<file path="src/design/pmc_pkg.sv">
package pmc_pkg;
    // ------------------------------------------------------------
    // Register map
    // ------------------------------------------------------------
    localparam int ADDR_W = 8;
    localparam logic [7:0] OFF_CLK_CTRL = 8'h00;
    localparam logic [7:0] OFF_HS_CTRL = 8'h04;
    localparam logic [7:0] OFF_STATUS = 8'h08;
    localparam logic [7:0] OFF_WAKE_MASK = 8'h0C;

    // Field positions
    localparam int SEL_LSB = 5;
    localparam int SEL_MSB = 7;
    localparam int HS_IDLE_BIT = 1;
    localparam int LS_IDLE_BIT = 0;
    localparam int HS_STABLE_BIT = 1;
    localparam int HS_EN_BIT = 0;
    localparam int PDF_BIT = 0;
    localparam int TO_BIT = 1;
    localparam int SLOW_BIT = 2;
    localparam int RUN_BIT = 3;

    // Reset values and slow clock select code
    localparam logic [2:0] SEL_RST = 3'h0;
    localparam logic HS_EN_RST = 1'b1;
    localparam logic [2:0] SEL_SLOW = 3'h7;

    // AXI responses
    localparam logic [1:0] RESP_OKAY = 2'h0;
    localparam logic [1:0] RESP_SLVERR = 2'h2;

    // High-speed oscillator settle time
    localparam int CLK_PERIOD_NS = 50;
    localparam int HS_STAB_NS = 1000;

    // ------------------------------------------------------------
    // Types
    // ------------------------------------------------------------
    typedef enum logic [2:0] {
        PM_RUN,
        PM_SLEEP,
        PM_IDLE_LOW,
        PM_IDLE_DUAL,
        PM_IDLE_HIGH,
        PM_WAKE
    } pmc_mode_t;

    typedef enum logic [1:0] {
        WK_PIN,
        WK_IRQ,
        WK_WDT
    } pmc_wake_t;

    typedef struct packed {
        logic halt;
        logic wdt_clear_instr;
        logic stack_full;
    } pmc_core_in_t;

    typedef struct packed {
        logic run;
        logic resume_next;
        logic irq_service;
        logic pc_sp_reset;
        logic wdt_clr;
    } pmc_core_out_t;

    typedef struct packed {
        logic sys_tick;
        logic slow;
        logic hs_en;
        logic ls_en;
        logic low_speed_rc_osc_en;
    } pmc_clk_en_t;
endpackage

</file>
<file path="src/design/pmc_top.sv">
`timescale 1ns/10ps
module pmc_top #(
    parameter int PORT_W = 8,
    parameter int IRQ_N = 8,
    parameter int HS_STAB_NS = pmc_pkg::HS_STAB_NS
) (
    input wire logic aclk,
    input wire logic aresetn,
    input wire logic [pmc_pkg::ADDR_W-1:0] s_axi_awaddr,
    input wire logic s_axi_awvalid,
    output logic s_axi_awready,
    input wire logic [31:0] s_axi_wdata,
    input wire logic [3:0] s_axi_wstrb,
    input wire logic s_axi_wvalid,
    output logic s_axi_wready,
    output logic [1:0] s_axi_bresp,
    output logic s_axi_bvalid,
    input wire logic s_axi_bready,
    input wire logic [pmc_pkg::ADDR_W-1:0] s_axi_araddr,
    input wire logic s_axi_arvalid,
    output logic s_axi_arready,
    output logic [31:0] s_axi_rdata,
    output logic [1:0] s_axi_rresp,
    output logic s_axi_rvalid,
    input wire logic s_axi_rready,
    input wire pmc_pkg::pmc_core_in_t core_in,
    input wire logic [IRQ_N-1:0] irq_req,
    input wire logic [IRQ_N-1:0] irq_en,
    input wire logic [PORT_W-1:0] port_a_pins,
    input wire logic wdt_enabled,
    input wire logic wdt_overflow,
    input wire logic ls_osc_stable,
    input wire logic ls_tick,
    output pmc_pkg::pmc_core_out_t core_out,
    output pmc_pkg::pmc_clk_en_t clk_en
);
    localparam int HS_STAB_CYC = (HS_STAB_NS + pmc_pkg::CLK_PERIOD_NS - 1)
        / pmc_pkg::CLK_PERIOD_NS;
    localparam logic [15:0] HS_STAB_LAST = 16'(HS_STAB_CYC - 1);

    pmc_pkg::pmc_mode_t mode_r;
    pmc_pkg::pmc_wake_t cause_r;
    pmc_pkg::pmc_core_out_t core_r;
    logic [2:0] sys_clk_sel;
    logic hs_osc_idle_en;
    logic ls_osc_idle_en;
    logic hs_osc_enable;
    logic hs_osc_stable_flag;
    logic power_down_flag;
    logic timeout_flag;
    logic [PORT_W-1:0] port_a_wake_mask;
    logic [PORT_W-1:0] port_prev_r;
    logic [IRQ_N-1:0] irq_block_r;
    logic irq_ok_r;
    logic [15:0] stab_cnt_r;
    logic hs_req;
    logic hs_en_r;
    logic ls_en_r;
    logic low_speed_rc_osc_en_r;
    logic sys_tick;
    logic div_slow;
    logic div_ready;
    logic asleep;
    logic pin_wake;
    logic irq_wake;
    logic [IRQ_N-1:0] irq_new;
    logic aw_full_r;
    logic w_full_r;
    logic [pmc_pkg::ADDR_W-1:0] aw_addr_r;
    logic [31:0] w_data_r;
    logic w_lane0_r;
    logic wr_go;
    logic wr_hit;
    logic rd_hit;
    logic [31:0] rd_word;

    // ------------------------------------------------------------
    // Clock divider and source switch
    // ------------------------------------------------------------
    pmc_clk_div u_div (
        .aclk(aclk),
        .aresetn(aresetn),
        .sel(sys_clk_sel),
        .run(core_r.run && !core_in.halt),
        .hs_ok(hs_osc_stable_flag),
        .ls_ok(ls_osc_stable),
        .ls_tick(ls_tick),
        .tick_r(sys_tick),
        .slow_r(div_slow),
        .ready_r(div_ready)
    );

    // ------------------------------------------------------------
    // Wake sources
    // ------------------------------------------------------------
    assign asleep = (mode_r != pmc_pkg::PM_RUN)
        && (mode_r != pmc_pkg::PM_WAKE);
    assign pin_wake = |(port_prev_r & ~port_a_pins & port_a_wake_mask);
    assign irq_new = irq_req & ~irq_block_r;
    assign irq_wake = |irq_new;

    always_ff @(posedge aclk) begin
        if (!aresetn) begin
            port_prev_r <= '0;
            irq_block_r <= '0;
        end else begin
            port_prev_r <= port_a_pins;
            if (mode_r == pmc_pkg::PM_RUN && core_in.halt) begin
                irq_block_r <= irq_req;
            end
        end
    end

    // ------------------------------------------------------------
    // Power mode sequencing
    // ------------------------------------------------------------
    always_ff @(posedge aclk) begin
        if (!aresetn) begin
            mode_r <= pmc_pkg::PM_RUN;
            cause_r <= pmc_pkg::WK_PIN;
            irq_ok_r <= 1'b0;
        end else begin
            case (mode_r)
                pmc_pkg::PM_RUN: begin
                    if (core_in.halt) begin
                        case ({hs_osc_idle_en, ls_osc_idle_en})
                            2'h0: mode_r <= pmc_pkg::PM_SLEEP;
                            2'h1: mode_r <= pmc_pkg::PM_IDLE_LOW;
                            2'h3: mode_r <= pmc_pkg::PM_IDLE_DUAL;
                            default: mode_r <= pmc_pkg::PM_IDLE_HIGH;
                        endcase
                    end
                end
                pmc_pkg::PM_WAKE: begin
                    if (div_ready) begin
                        mode_r <= pmc_pkg::PM_RUN;
                    end
                end
                default: begin
                    // Watchdog wins over interrupt, interrupt over pin
                    if (wdt_overflow) begin
                        mode_r <= pmc_pkg::PM_WAKE;
                        cause_r <= pmc_pkg::WK_WDT;
                    end else if (irq_wake) begin
                        mode_r <= pmc_pkg::PM_WAKE;
                        cause_r <= pmc_pkg::WK_IRQ;
                        irq_ok_r <= |(irq_new & irq_en)
                            && !core_in.stack_full;
                    end else if (pin_wake) begin
                        mode_r <= pmc_pkg::PM_WAKE;
                        cause_r <= pmc_pkg::WK_PIN;
                    end
                end
            endcase
        end
    end

    // ------------------------------------------------------------
    // Core control pulses
    // ------------------------------------------------------------
    always_ff @(posedge aclk) begin
        if (!aresetn) begin
            core_r <= '0;
        end else begin
            core_r.run <= (mode_r == pmc_pkg::PM_RUN && !core_in.halt)
                || (mode_r == pmc_pkg::PM_WAKE && div_ready);
            core_r.wdt_clr <= (mode_r == pmc_pkg::PM_RUN && core_in.halt)
                || core_in.wdt_clear_instr;
            core_r.resume_next <= mode_r == pmc_pkg::PM_WAKE && div_ready
                && (cause_r == pmc_pkg::WK_PIN
                || (cause_r == pmc_pkg::WK_IRQ && !irq_ok_r));
            core_r.irq_service <= mode_r == pmc_pkg::PM_WAKE && div_ready
                && cause_r == pmc_pkg::WK_IRQ && irq_ok_r;
            core_r.pc_sp_reset <= mode_r == pmc_pkg::PM_WAKE && div_ready
                && cause_r == pmc_pkg::WK_WDT;
        end
    end

    // ------------------------------------------------------------
    // Status flags, hardware set wins over clear
    // ------------------------------------------------------------
    always_ff @(posedge aclk) begin
        if (!aresetn) begin
            power_down_flag <= 1'b0;
            timeout_flag <= 1'b0;
        end else begin
            if (mode_r == pmc_pkg::PM_RUN && core_in.halt) begin
                power_down_flag <= 1'b1;
            end else if (core_in.wdt_clear_instr) begin
                power_down_flag <= 1'b0;
            end
            if (wdt_overflow) begin
                timeout_flag <= 1'b1;
            end else if (mode_r == pmc_pkg::PM_RUN && core_in.halt) begin
                timeout_flag <= 1'b0;
            end
        end
    end

    // ------------------------------------------------------------
    // Oscillator gating
    // ------------------------------------------------------------
    always_comb begin
        case (mode_r)
            pmc_pkg::PM_SLEEP: hs_req = 1'b0;
            pmc_pkg::PM_IDLE_LOW: hs_req = 1'b0;
            pmc_pkg::PM_IDLE_DUAL: hs_req = 1'b1;
            pmc_pkg::PM_IDLE_HIGH: hs_req = 1'b1;
            default: hs_req = !div_slow || hs_osc_enable
                || sys_clk_sel != pmc_pkg::SEL_SLOW;
        endcase
    end

    always_ff @(posedge aclk) begin
        if (!aresetn) begin
            stab_cnt_r <= 16'h0000;
            hs_osc_stable_flag <= 1'b0;
        end else if (!hs_req) begin
            stab_cnt_r <= 16'h0000;
            hs_osc_stable_flag <= 1'b0;
        end else if (!hs_osc_stable_flag) begin
            stab_cnt_r <= stab_cnt_r + 16'h0001;
            hs_osc_stable_flag <= (stab_cnt_r == HS_STAB_LAST);
        end
    end

    always_ff @(posedge aclk) begin
        if (!aresetn) begin
            hs_en_r <= 1'b0;
            ls_en_r <= 1'b0;
            low_speed_rc_osc_en_r <= 1'b0;
        end else begin
            hs_en_r <= hs_req;
            ls_en_r <= mode_r != pmc_pkg::PM_SLEEP
                && mode_r != pmc_pkg::PM_IDLE_HIGH;
            low_speed_rc_osc_en_r <= mode_r != pmc_pkg::PM_SLEEP || wdt_enabled;
        end
    end

    assign core_out = core_r;
    assign clk_en = '{sys_tick: sys_tick, slow: div_slow, hs_en: hs_en_r,
        ls_en: ls_en_r, low_speed_rc_osc_en: low_speed_rc_osc_en_r};

    // ------------------------------------------------------------
    // AXI4-Lite slave
    // ------------------------------------------------------------
    assign wr_go = aw_full_r && w_full_r && !s_axi_bvalid;
    assign wr_hit = aw_addr_r == pmc_pkg::OFF_CLK_CTRL
        || aw_addr_r == pmc_pkg::OFF_HS_CTRL
        || aw_addr_r == pmc_pkg::OFF_STATUS
        || aw_addr_r == pmc_pkg::OFF_WAKE_MASK;
    assign rd_hit = s_axi_araddr == pmc_pkg::OFF_CLK_CTRL
        || s_axi_araddr == pmc_pkg::OFF_HS_CTRL
        || s_axi_araddr == pmc_pkg::OFF_STATUS
        || s_axi_araddr == pmc_pkg::OFF_WAKE_MASK;

    always_ff @(posedge aclk) begin
        if (!aresetn) begin
            s_axi_awready <= 1'b0;
            s_axi_wready <= 1'b0;
            aw_full_r <= 1'b0;
            w_full_r <= 1'b0;
            aw_addr_r <= '0;
            w_data_r <= 32'h00000000;
            w_lane0_r <= 1'b0;
            s_axi_bvalid <= 1'b0;
            s_axi_bresp <= pmc_pkg::RESP_OKAY;
        end else begin
            if (s_axi_awvalid && s_axi_awready) begin
                aw_full_r <= 1'b1;
                aw_addr_r <= s_axi_awaddr;
                s_axi_awready <= 1'b0;
            end else if (!aw_full_r) begin
                s_axi_awready <= 1'b1;
            end
            if (s_axi_wvalid && s_axi_wready) begin
                w_full_r <= 1'b1;
                w_data_r <= s_axi_wdata;
                w_lane0_r <= s_axi_wstrb[0];
                s_axi_wready <= 1'b0;
            end else if (!w_full_r) begin
                s_axi_wready <= 1'b1;
            end
            if (wr_go) begin
                s_axi_bvalid <= 1'b1;
                s_axi_bresp <= wr_hit ? pmc_pkg::RESP_OKAY
                    : pmc_pkg::RESP_SLVERR;
            end else if (s_axi_bvalid && s_axi_bready) begin
                s_axi_bvalid <= 1'b0;
                aw_full_r <= 1'b0;
                w_full_r <= 1'b0;
            end
        end
    end

    // Writable fields; status is read-only
    always_ff @(posedge aclk) begin
        if (!aresetn) begin
            sys_clk_sel <= pmc_pkg::SEL_RST;
            hs_osc_idle_en <= 1'b0;
            ls_osc_idle_en <= 1'b0;
            hs_osc_enable <= pmc_pkg::HS_EN_RST;
            port_a_wake_mask <= '0;
        end else if (wr_go && w_lane0_r) begin
            if (aw_addr_r == pmc_pkg::OFF_CLK_CTRL) begin
                sys_clk_sel <= w_data_r[pmc_pkg::SEL_MSB:pmc_pkg::SEL_LSB];
                hs_osc_idle_en <= w_data_r[pmc_pkg::HS_IDLE_BIT];
                ls_osc_idle_en <= w_data_r[pmc_pkg::LS_IDLE_BIT];
            end
            if (aw_addr_r == pmc_pkg::OFF_HS_CTRL) begin
                hs_osc_enable <= w_data_r[pmc_pkg::HS_EN_BIT];
            end
            if (aw_addr_r == pmc_pkg::OFF_WAKE_MASK) begin
                port_a_wake_mask <= w_data_r[PORT_W-1:0];
            end
        end
    end

    always_comb begin
        rd_word = 32'h00000000;
        case (s_axi_araddr)
            pmc_pkg::OFF_CLK_CTRL: begin
                rd_word[pmc_pkg::SEL_MSB:pmc_pkg::SEL_LSB] = sys_clk_sel;
                rd_word[pmc_pkg::HS_IDLE_BIT] = hs_osc_idle_en;
                rd_word[pmc_pkg::LS_IDLE_BIT] = ls_osc_idle_en;
            end
            pmc_pkg::OFF_HS_CTRL: begin
                rd_word[pmc_pkg::HS_STABLE_BIT] = hs_osc_stable_flag;
                rd_word[pmc_pkg::HS_EN_BIT] = hs_osc_enable;
            end
            pmc_pkg::OFF_STATUS: begin
                rd_word[pmc_pkg::PDF_BIT] = power_down_flag;
                rd_word[pmc_pkg::TO_BIT] = timeout_flag;
                rd_word[pmc_pkg::SLOW_BIT] = div_slow;
                rd_word[pmc_pkg::RUN_BIT] = core_r.run;
            end
            pmc_pkg::OFF_WAKE_MASK: rd_word[PORT_W-1:0] = port_a_wake_mask;
            default: rd_word = 32'h00000000;
        endcase
    end

    always_ff @(posedge aclk) begin
        if (!aresetn) begin
            s_axi_arready <= 1'b0;
            s_axi_rvalid <= 1'b0;
            s_axi_rdata <= 32'h00000000;
            s_axi_rresp <= pmc_pkg::RESP_OKAY;
        end else if (s_axi_arvalid && s_axi_arready) begin
            s_axi_arready <= 1'b0;
            s_axi_rvalid <= 1'b1;
            s_axi_rdata <= rd_word;
            s_axi_rresp <= rd_hit ? pmc_pkg::RESP_OKAY
                : pmc_pkg::RESP_SLVERR;
        end else if (s_axi_rvalid && s_axi_rready) begin
            s_axi_rvalid <= 1'b0;
            s_axi_arready <= 1'b1;
        end else if (!s_axi_rvalid) begin
            s_axi_arready <= 1'b1;
        end
    end
endmodule

</file>
<file path="src/design/pmc_clk_div.sv">
`timescale 1ns/10ps
module pmc_clk_div (
    input wire logic aclk,
    input wire logic aresetn,
    input wire logic [2:0] sel,
    input wire logic run,
    input wire logic hs_ok,
    input wire logic ls_ok,
    input wire logic ls_tick,
    output logic tick_r,
    output logic slow_r,
    output logic ready_r
);
    logic [2:0] cur_r;
    logic [5:0] cnt_r;
    logic [5:0] mask;
    logic bound;
    logic tgt_ok;

    assign mask = 6'((7'h01 << cur_r) - 7'h01);
    assign bound = slow_r ? ls_tick : (cnt_r == mask);
    assign tgt_ok = (sel == pmc_pkg::SEL_SLOW) ? ls_ok : hs_ok;

    // ------------------------------------------------------------
    // Source switch only at a period boundary, so no runt pulse
    // ------------------------------------------------------------
    always_ff @(posedge aclk) begin
        if (!aresetn) begin
            cur_r <= pmc_pkg::SEL_RST;
            slow_r <= 1'b0;
            cnt_r <= 6'h00;
        end else if (bound && sel != cur_r && tgt_ok) begin
            cur_r <= sel;
            slow_r <= (sel == pmc_pkg::SEL_SLOW);
            cnt_r <= 6'h00;
        end else if (bound || slow_r) begin
            cnt_r <= 6'h00;
        end else begin
            cnt_r <= cnt_r + 6'h01;
        end
    end

    always_ff @(posedge aclk) begin
        if (!aresetn) begin
            tick_r <= 1'b0;
            ready_r <= 1'b0;
        end else begin
            tick_r <= run && bound;
            ready_r <= slow_r ? ls_ok : hs_ok;
        end
    end
endmodule

</file>
<file path="config.mk">
export PLATFORM = sky130hd
export DESIGN_NAME = pmc_top
export DESIGN_NICKNAME = d
export VERILOG_FILES = /design/src/design/pmc_pkg.sv /design/src/design/pmc_top.sv /design/src/design/pmc_clk_div.sv
export SDC_FILE = /design/constraint.sdc
export NUM_CORES = 1
export LEC_CHECK = 0
export CAP_MARGIN = 20
export CORE_ASPECT_RATIO = 0.5
export CORE_UTILIZATION = 38
export CTS_CLUSTER_DIAMETER = 80
export CTS_CLUSTER_SIZE = 25
export DETAILED_ROUTE_END_ITERATION = 8
export DONT_BUFFER_PORTS = 1
export HOLD_SLACK_MARGIN = 0.06
export PLACE_DENSITY = 0.56
export RECOVER_POWER = 25
export SLEW_MARGIN = 20
export SYNTH_ARGS = -nofsm -noshare
export SYNTH_HDL_FRONTEND = slang
export SYNTH_SLANG_ARGS = --single-unit
</file>
<file path="constraint.sdc">
create_clock -name aclk -period 1.9 [get_ports aclk]
set_clock_uncertainty 0.05 [all_clocks]
set_input_delay 0.38 -clock aclk [delete_from_list [all_inputs] [get_ports aclk]]
set_output_delay 0.38 -clock aclk [all_outputs]
set_load 0.02 [all_outputs]
</file>
==> metrics.txt <==
Layout area overhead=9.702%; Synth top cells by count=dfxtp_1, nand2_1, nor2_1; H-tree levels=3; synthesized area=0.004952 mm²; vias in the first global route=3093; peak supply drop=0.3943 mV; switching power as a share of total power=0.2458; DRC=0; area leader, netlist=dfxtp_1; vias per cell=4.823; max-slew violations=0; crit end category=flip-flop; Fin Setup TNS=-1.318 ps; total number of yosys warnings=0; internal cell power=3.583 mW; final worst slack=-1.318 ps; clk sinks=109; die area=0.01352 mm²; count leader, synth=dfxtp_1; Skew-Pair Late Insertion Delay=350 ps; Static Leak=1.956 nW; final net count=647; Root Buffer=clkbuf_16; WS Path Type=flip-flop to flip-flop; Worst Hold Class=input port to flip-flop; EDFF count, synth=0; TritonRoute pass-1 iters=4; clk slew on worst S/H paths=70 ps; Synth Instances=554; Max FO, Critical Path=5; # setup viols final=1; fill count=1266; Yosys cell types=52; Max Clock Freq=526.0 MHz; Seq pwr share=0.519; fin crit period=1901 ps; TritonCTS clock tree=yes; Comb power frac=0.071; top cells by area, synth=dfxtp_1, nand2_1, mux2i_1; Crit path required time=2090 ps; PwrDens=874.5 mW/mm²; # diodes=0; largest net degree at the start of global routing=88; GP Congestion=0.7477; Synth Register Bits=109; power consumption=4.751 mW; all-layer global routing usage=0.1545; failing checks=setup timing; Vert. Die Dim=82.72 µm; TritonCTS Buffers=9; total gr overflow=0; total core area=0.01270 mm²; Die Wd=163.4 µm; Final period util=1.001; Core Util, Final=0.4278; final wirelength=10.08 mm; Least-Margin Pin Slew=580.9 ps; layout cells sized above 1=0.08259; Setup Buffers After CTS=0; Avg WL per Cell=13.86 µm; relative max-transition margin=0.6125; Starting Density=0.3900; Async S/R FF share, synth=0; RSZ-0062 raised after global routing=yes; Avg Cell Area, Syn=8.939 µm²; Clock Power Share=0.410; Final Hold Viols=0; Vias=3506; Core Rows=29; Final ANT Viol Nets=0; clock buffer depth=2; Sw Pwr=1.168 mW; antenna violations before repair=0; multi-input combinational cell area=0.002541 mm²; Main synth FF type=dfxtp_1; outcome=finished with violations; register area share after synthesis=0.4406; max-cap violations=0; num ports=141; area share of the largest cell type after synthesis=0.4406; Critical Path Start Type=flip-flop; flip-flop and latch area=0.002187 mm²; DP HPWL=7.061 mm; initial drt markers=160; PortBufs=0; Worst EP arrival=2100 ps; first-pass GRT wire length=16.04 mm
-- power groups by stage --
stage          registers, mW  clock network, mW  logic, mW
5_1_grt                 2.48               2.11      0.383
6_report                2.47               1.95      0.338
3_3_place_gp            2.52                  0      0.323
3_5_place_dp            2.52                  0      0.328
2_1_floorplan           2.48                  0      0.371
4_1_cts                 2.47               2.01      0.342
-- final timing paths --
path	start	endpoint	slack [ps]	cells past startpoint
hold / removal	port_a_pins[5]	port_prev_r[5]	100	1
setup / recovery	aw_addr_r[4]	sys_clk_sel[0]	-1	7
hold reg to reg	cause_r[0]	core_out[1]	410	1
setup reg to reg	aw_addr_r[4]	sys_clk_sel[0]	-1	7
-- cell type report --
cell class / count / area share
timing repair buffer: 16 / 0.02764
sequential: 109 / 0.4026
inverter: 9 / 0.006218
clock inverter: 6 / 0.01267
tap: 170 / 0.03915
multi-input combinational: 407 / 0.4678
clock buffer: 10 / 0.04399
-- sequential cells by signal (all words and copies together) (netlist names), 2 cells and up --
name              cells
aw_addr_r             8
cause_r               2
core_out              5
irq_block_r           8
mode_r                3
port_a_wake_mask      8
port_prev_r           8
s_axi_rdata           8
stab_cnt_r           16
sys_clk_sel           3
u_div.cnt_r           6
u_div.cur_r           3
w_data_r              8
-- stage by stage --
stage                     cells  setup WS, ps  hold slack, ps  cell area (µm²)
after floorplan             579         82.52           363.4             5046
after global placement      709        -52.10           384.7             5060
after detailed placement    709        -39.44           401.8             5060
after CTS                   727        -6.426           84.20             5411
after global routing        727        -123.3           84.10             5433
final                       727        -1.318           98.08             5433
-- layer usage --
metal / vias up / track usage / routed length [µm]
li1: 1817 / - / -
met1: 1611 / 0.1988 / 4927
met2: 67 / 0.2373 / 4415
met3: 11 / 0.05994 / 620
met4: 0 / 0.05047 / 113
met5: - / 0 / 0
-- logic make-up after synthesis --
group | after synthesis | share of synthesized area
adder cells (fa/ha/maj) | 5 | 0.01263
AO/OA/AOI/OAI | 84 | 0.1185
other | 1 | 0.0007572
flip-flops | 109 | 0.4406
buffers and inverters | 63 | 0.07327
multiplexers | 29 | 0.06392
AND/OR/NAND/NOR | 239 | 0.2479
XOR/XNOR | 24 | 0.04245
-- cell usage in the layout, fill, tap and decap left out, types with 3 or more instances in the layout --
cell type,instances
nand2_1,80
and2_1,9
ha_1,5
nor2b_1,40
xor2_1,13
xnor2_1,11
and3_1,7
buf_4,10
clkbuf_16,9
nand4_1,4
nor3_1,13
o211a_1,3
and2_0,4
nor3b_1,5
a21oi_1,12
a31oi_1,7
mux2i_1,26
dfxtp_1,105
a21boi_0,28
nand2b_1,3
a22oi_1,9
dfxtp_2,4
conb_1,26
nor4_1,3
nand3_1,8
o21a_1,7
nor2_1,41
nand3b_1,6
inv_1,9
o21ai_0,6
-- critical path, stage by stage (launching register included) --
cell and delay [ps]:
dfxtp_2 330, or4_4 540, nor3_4 190, nand3_4 140
nor3_4 180, buf_12 140, mux2i_1 180, nor2b_1 60
-- what timing repair did --
item	in CTS	in global routing
setup endpoints to repair	14	24
hold buffers	2	0
cloned	0	0
pin swaps	1	2
gates resized for setup	5	7
endpoints found under the hold margin	2	0
(Power assumes the default switching activity.)
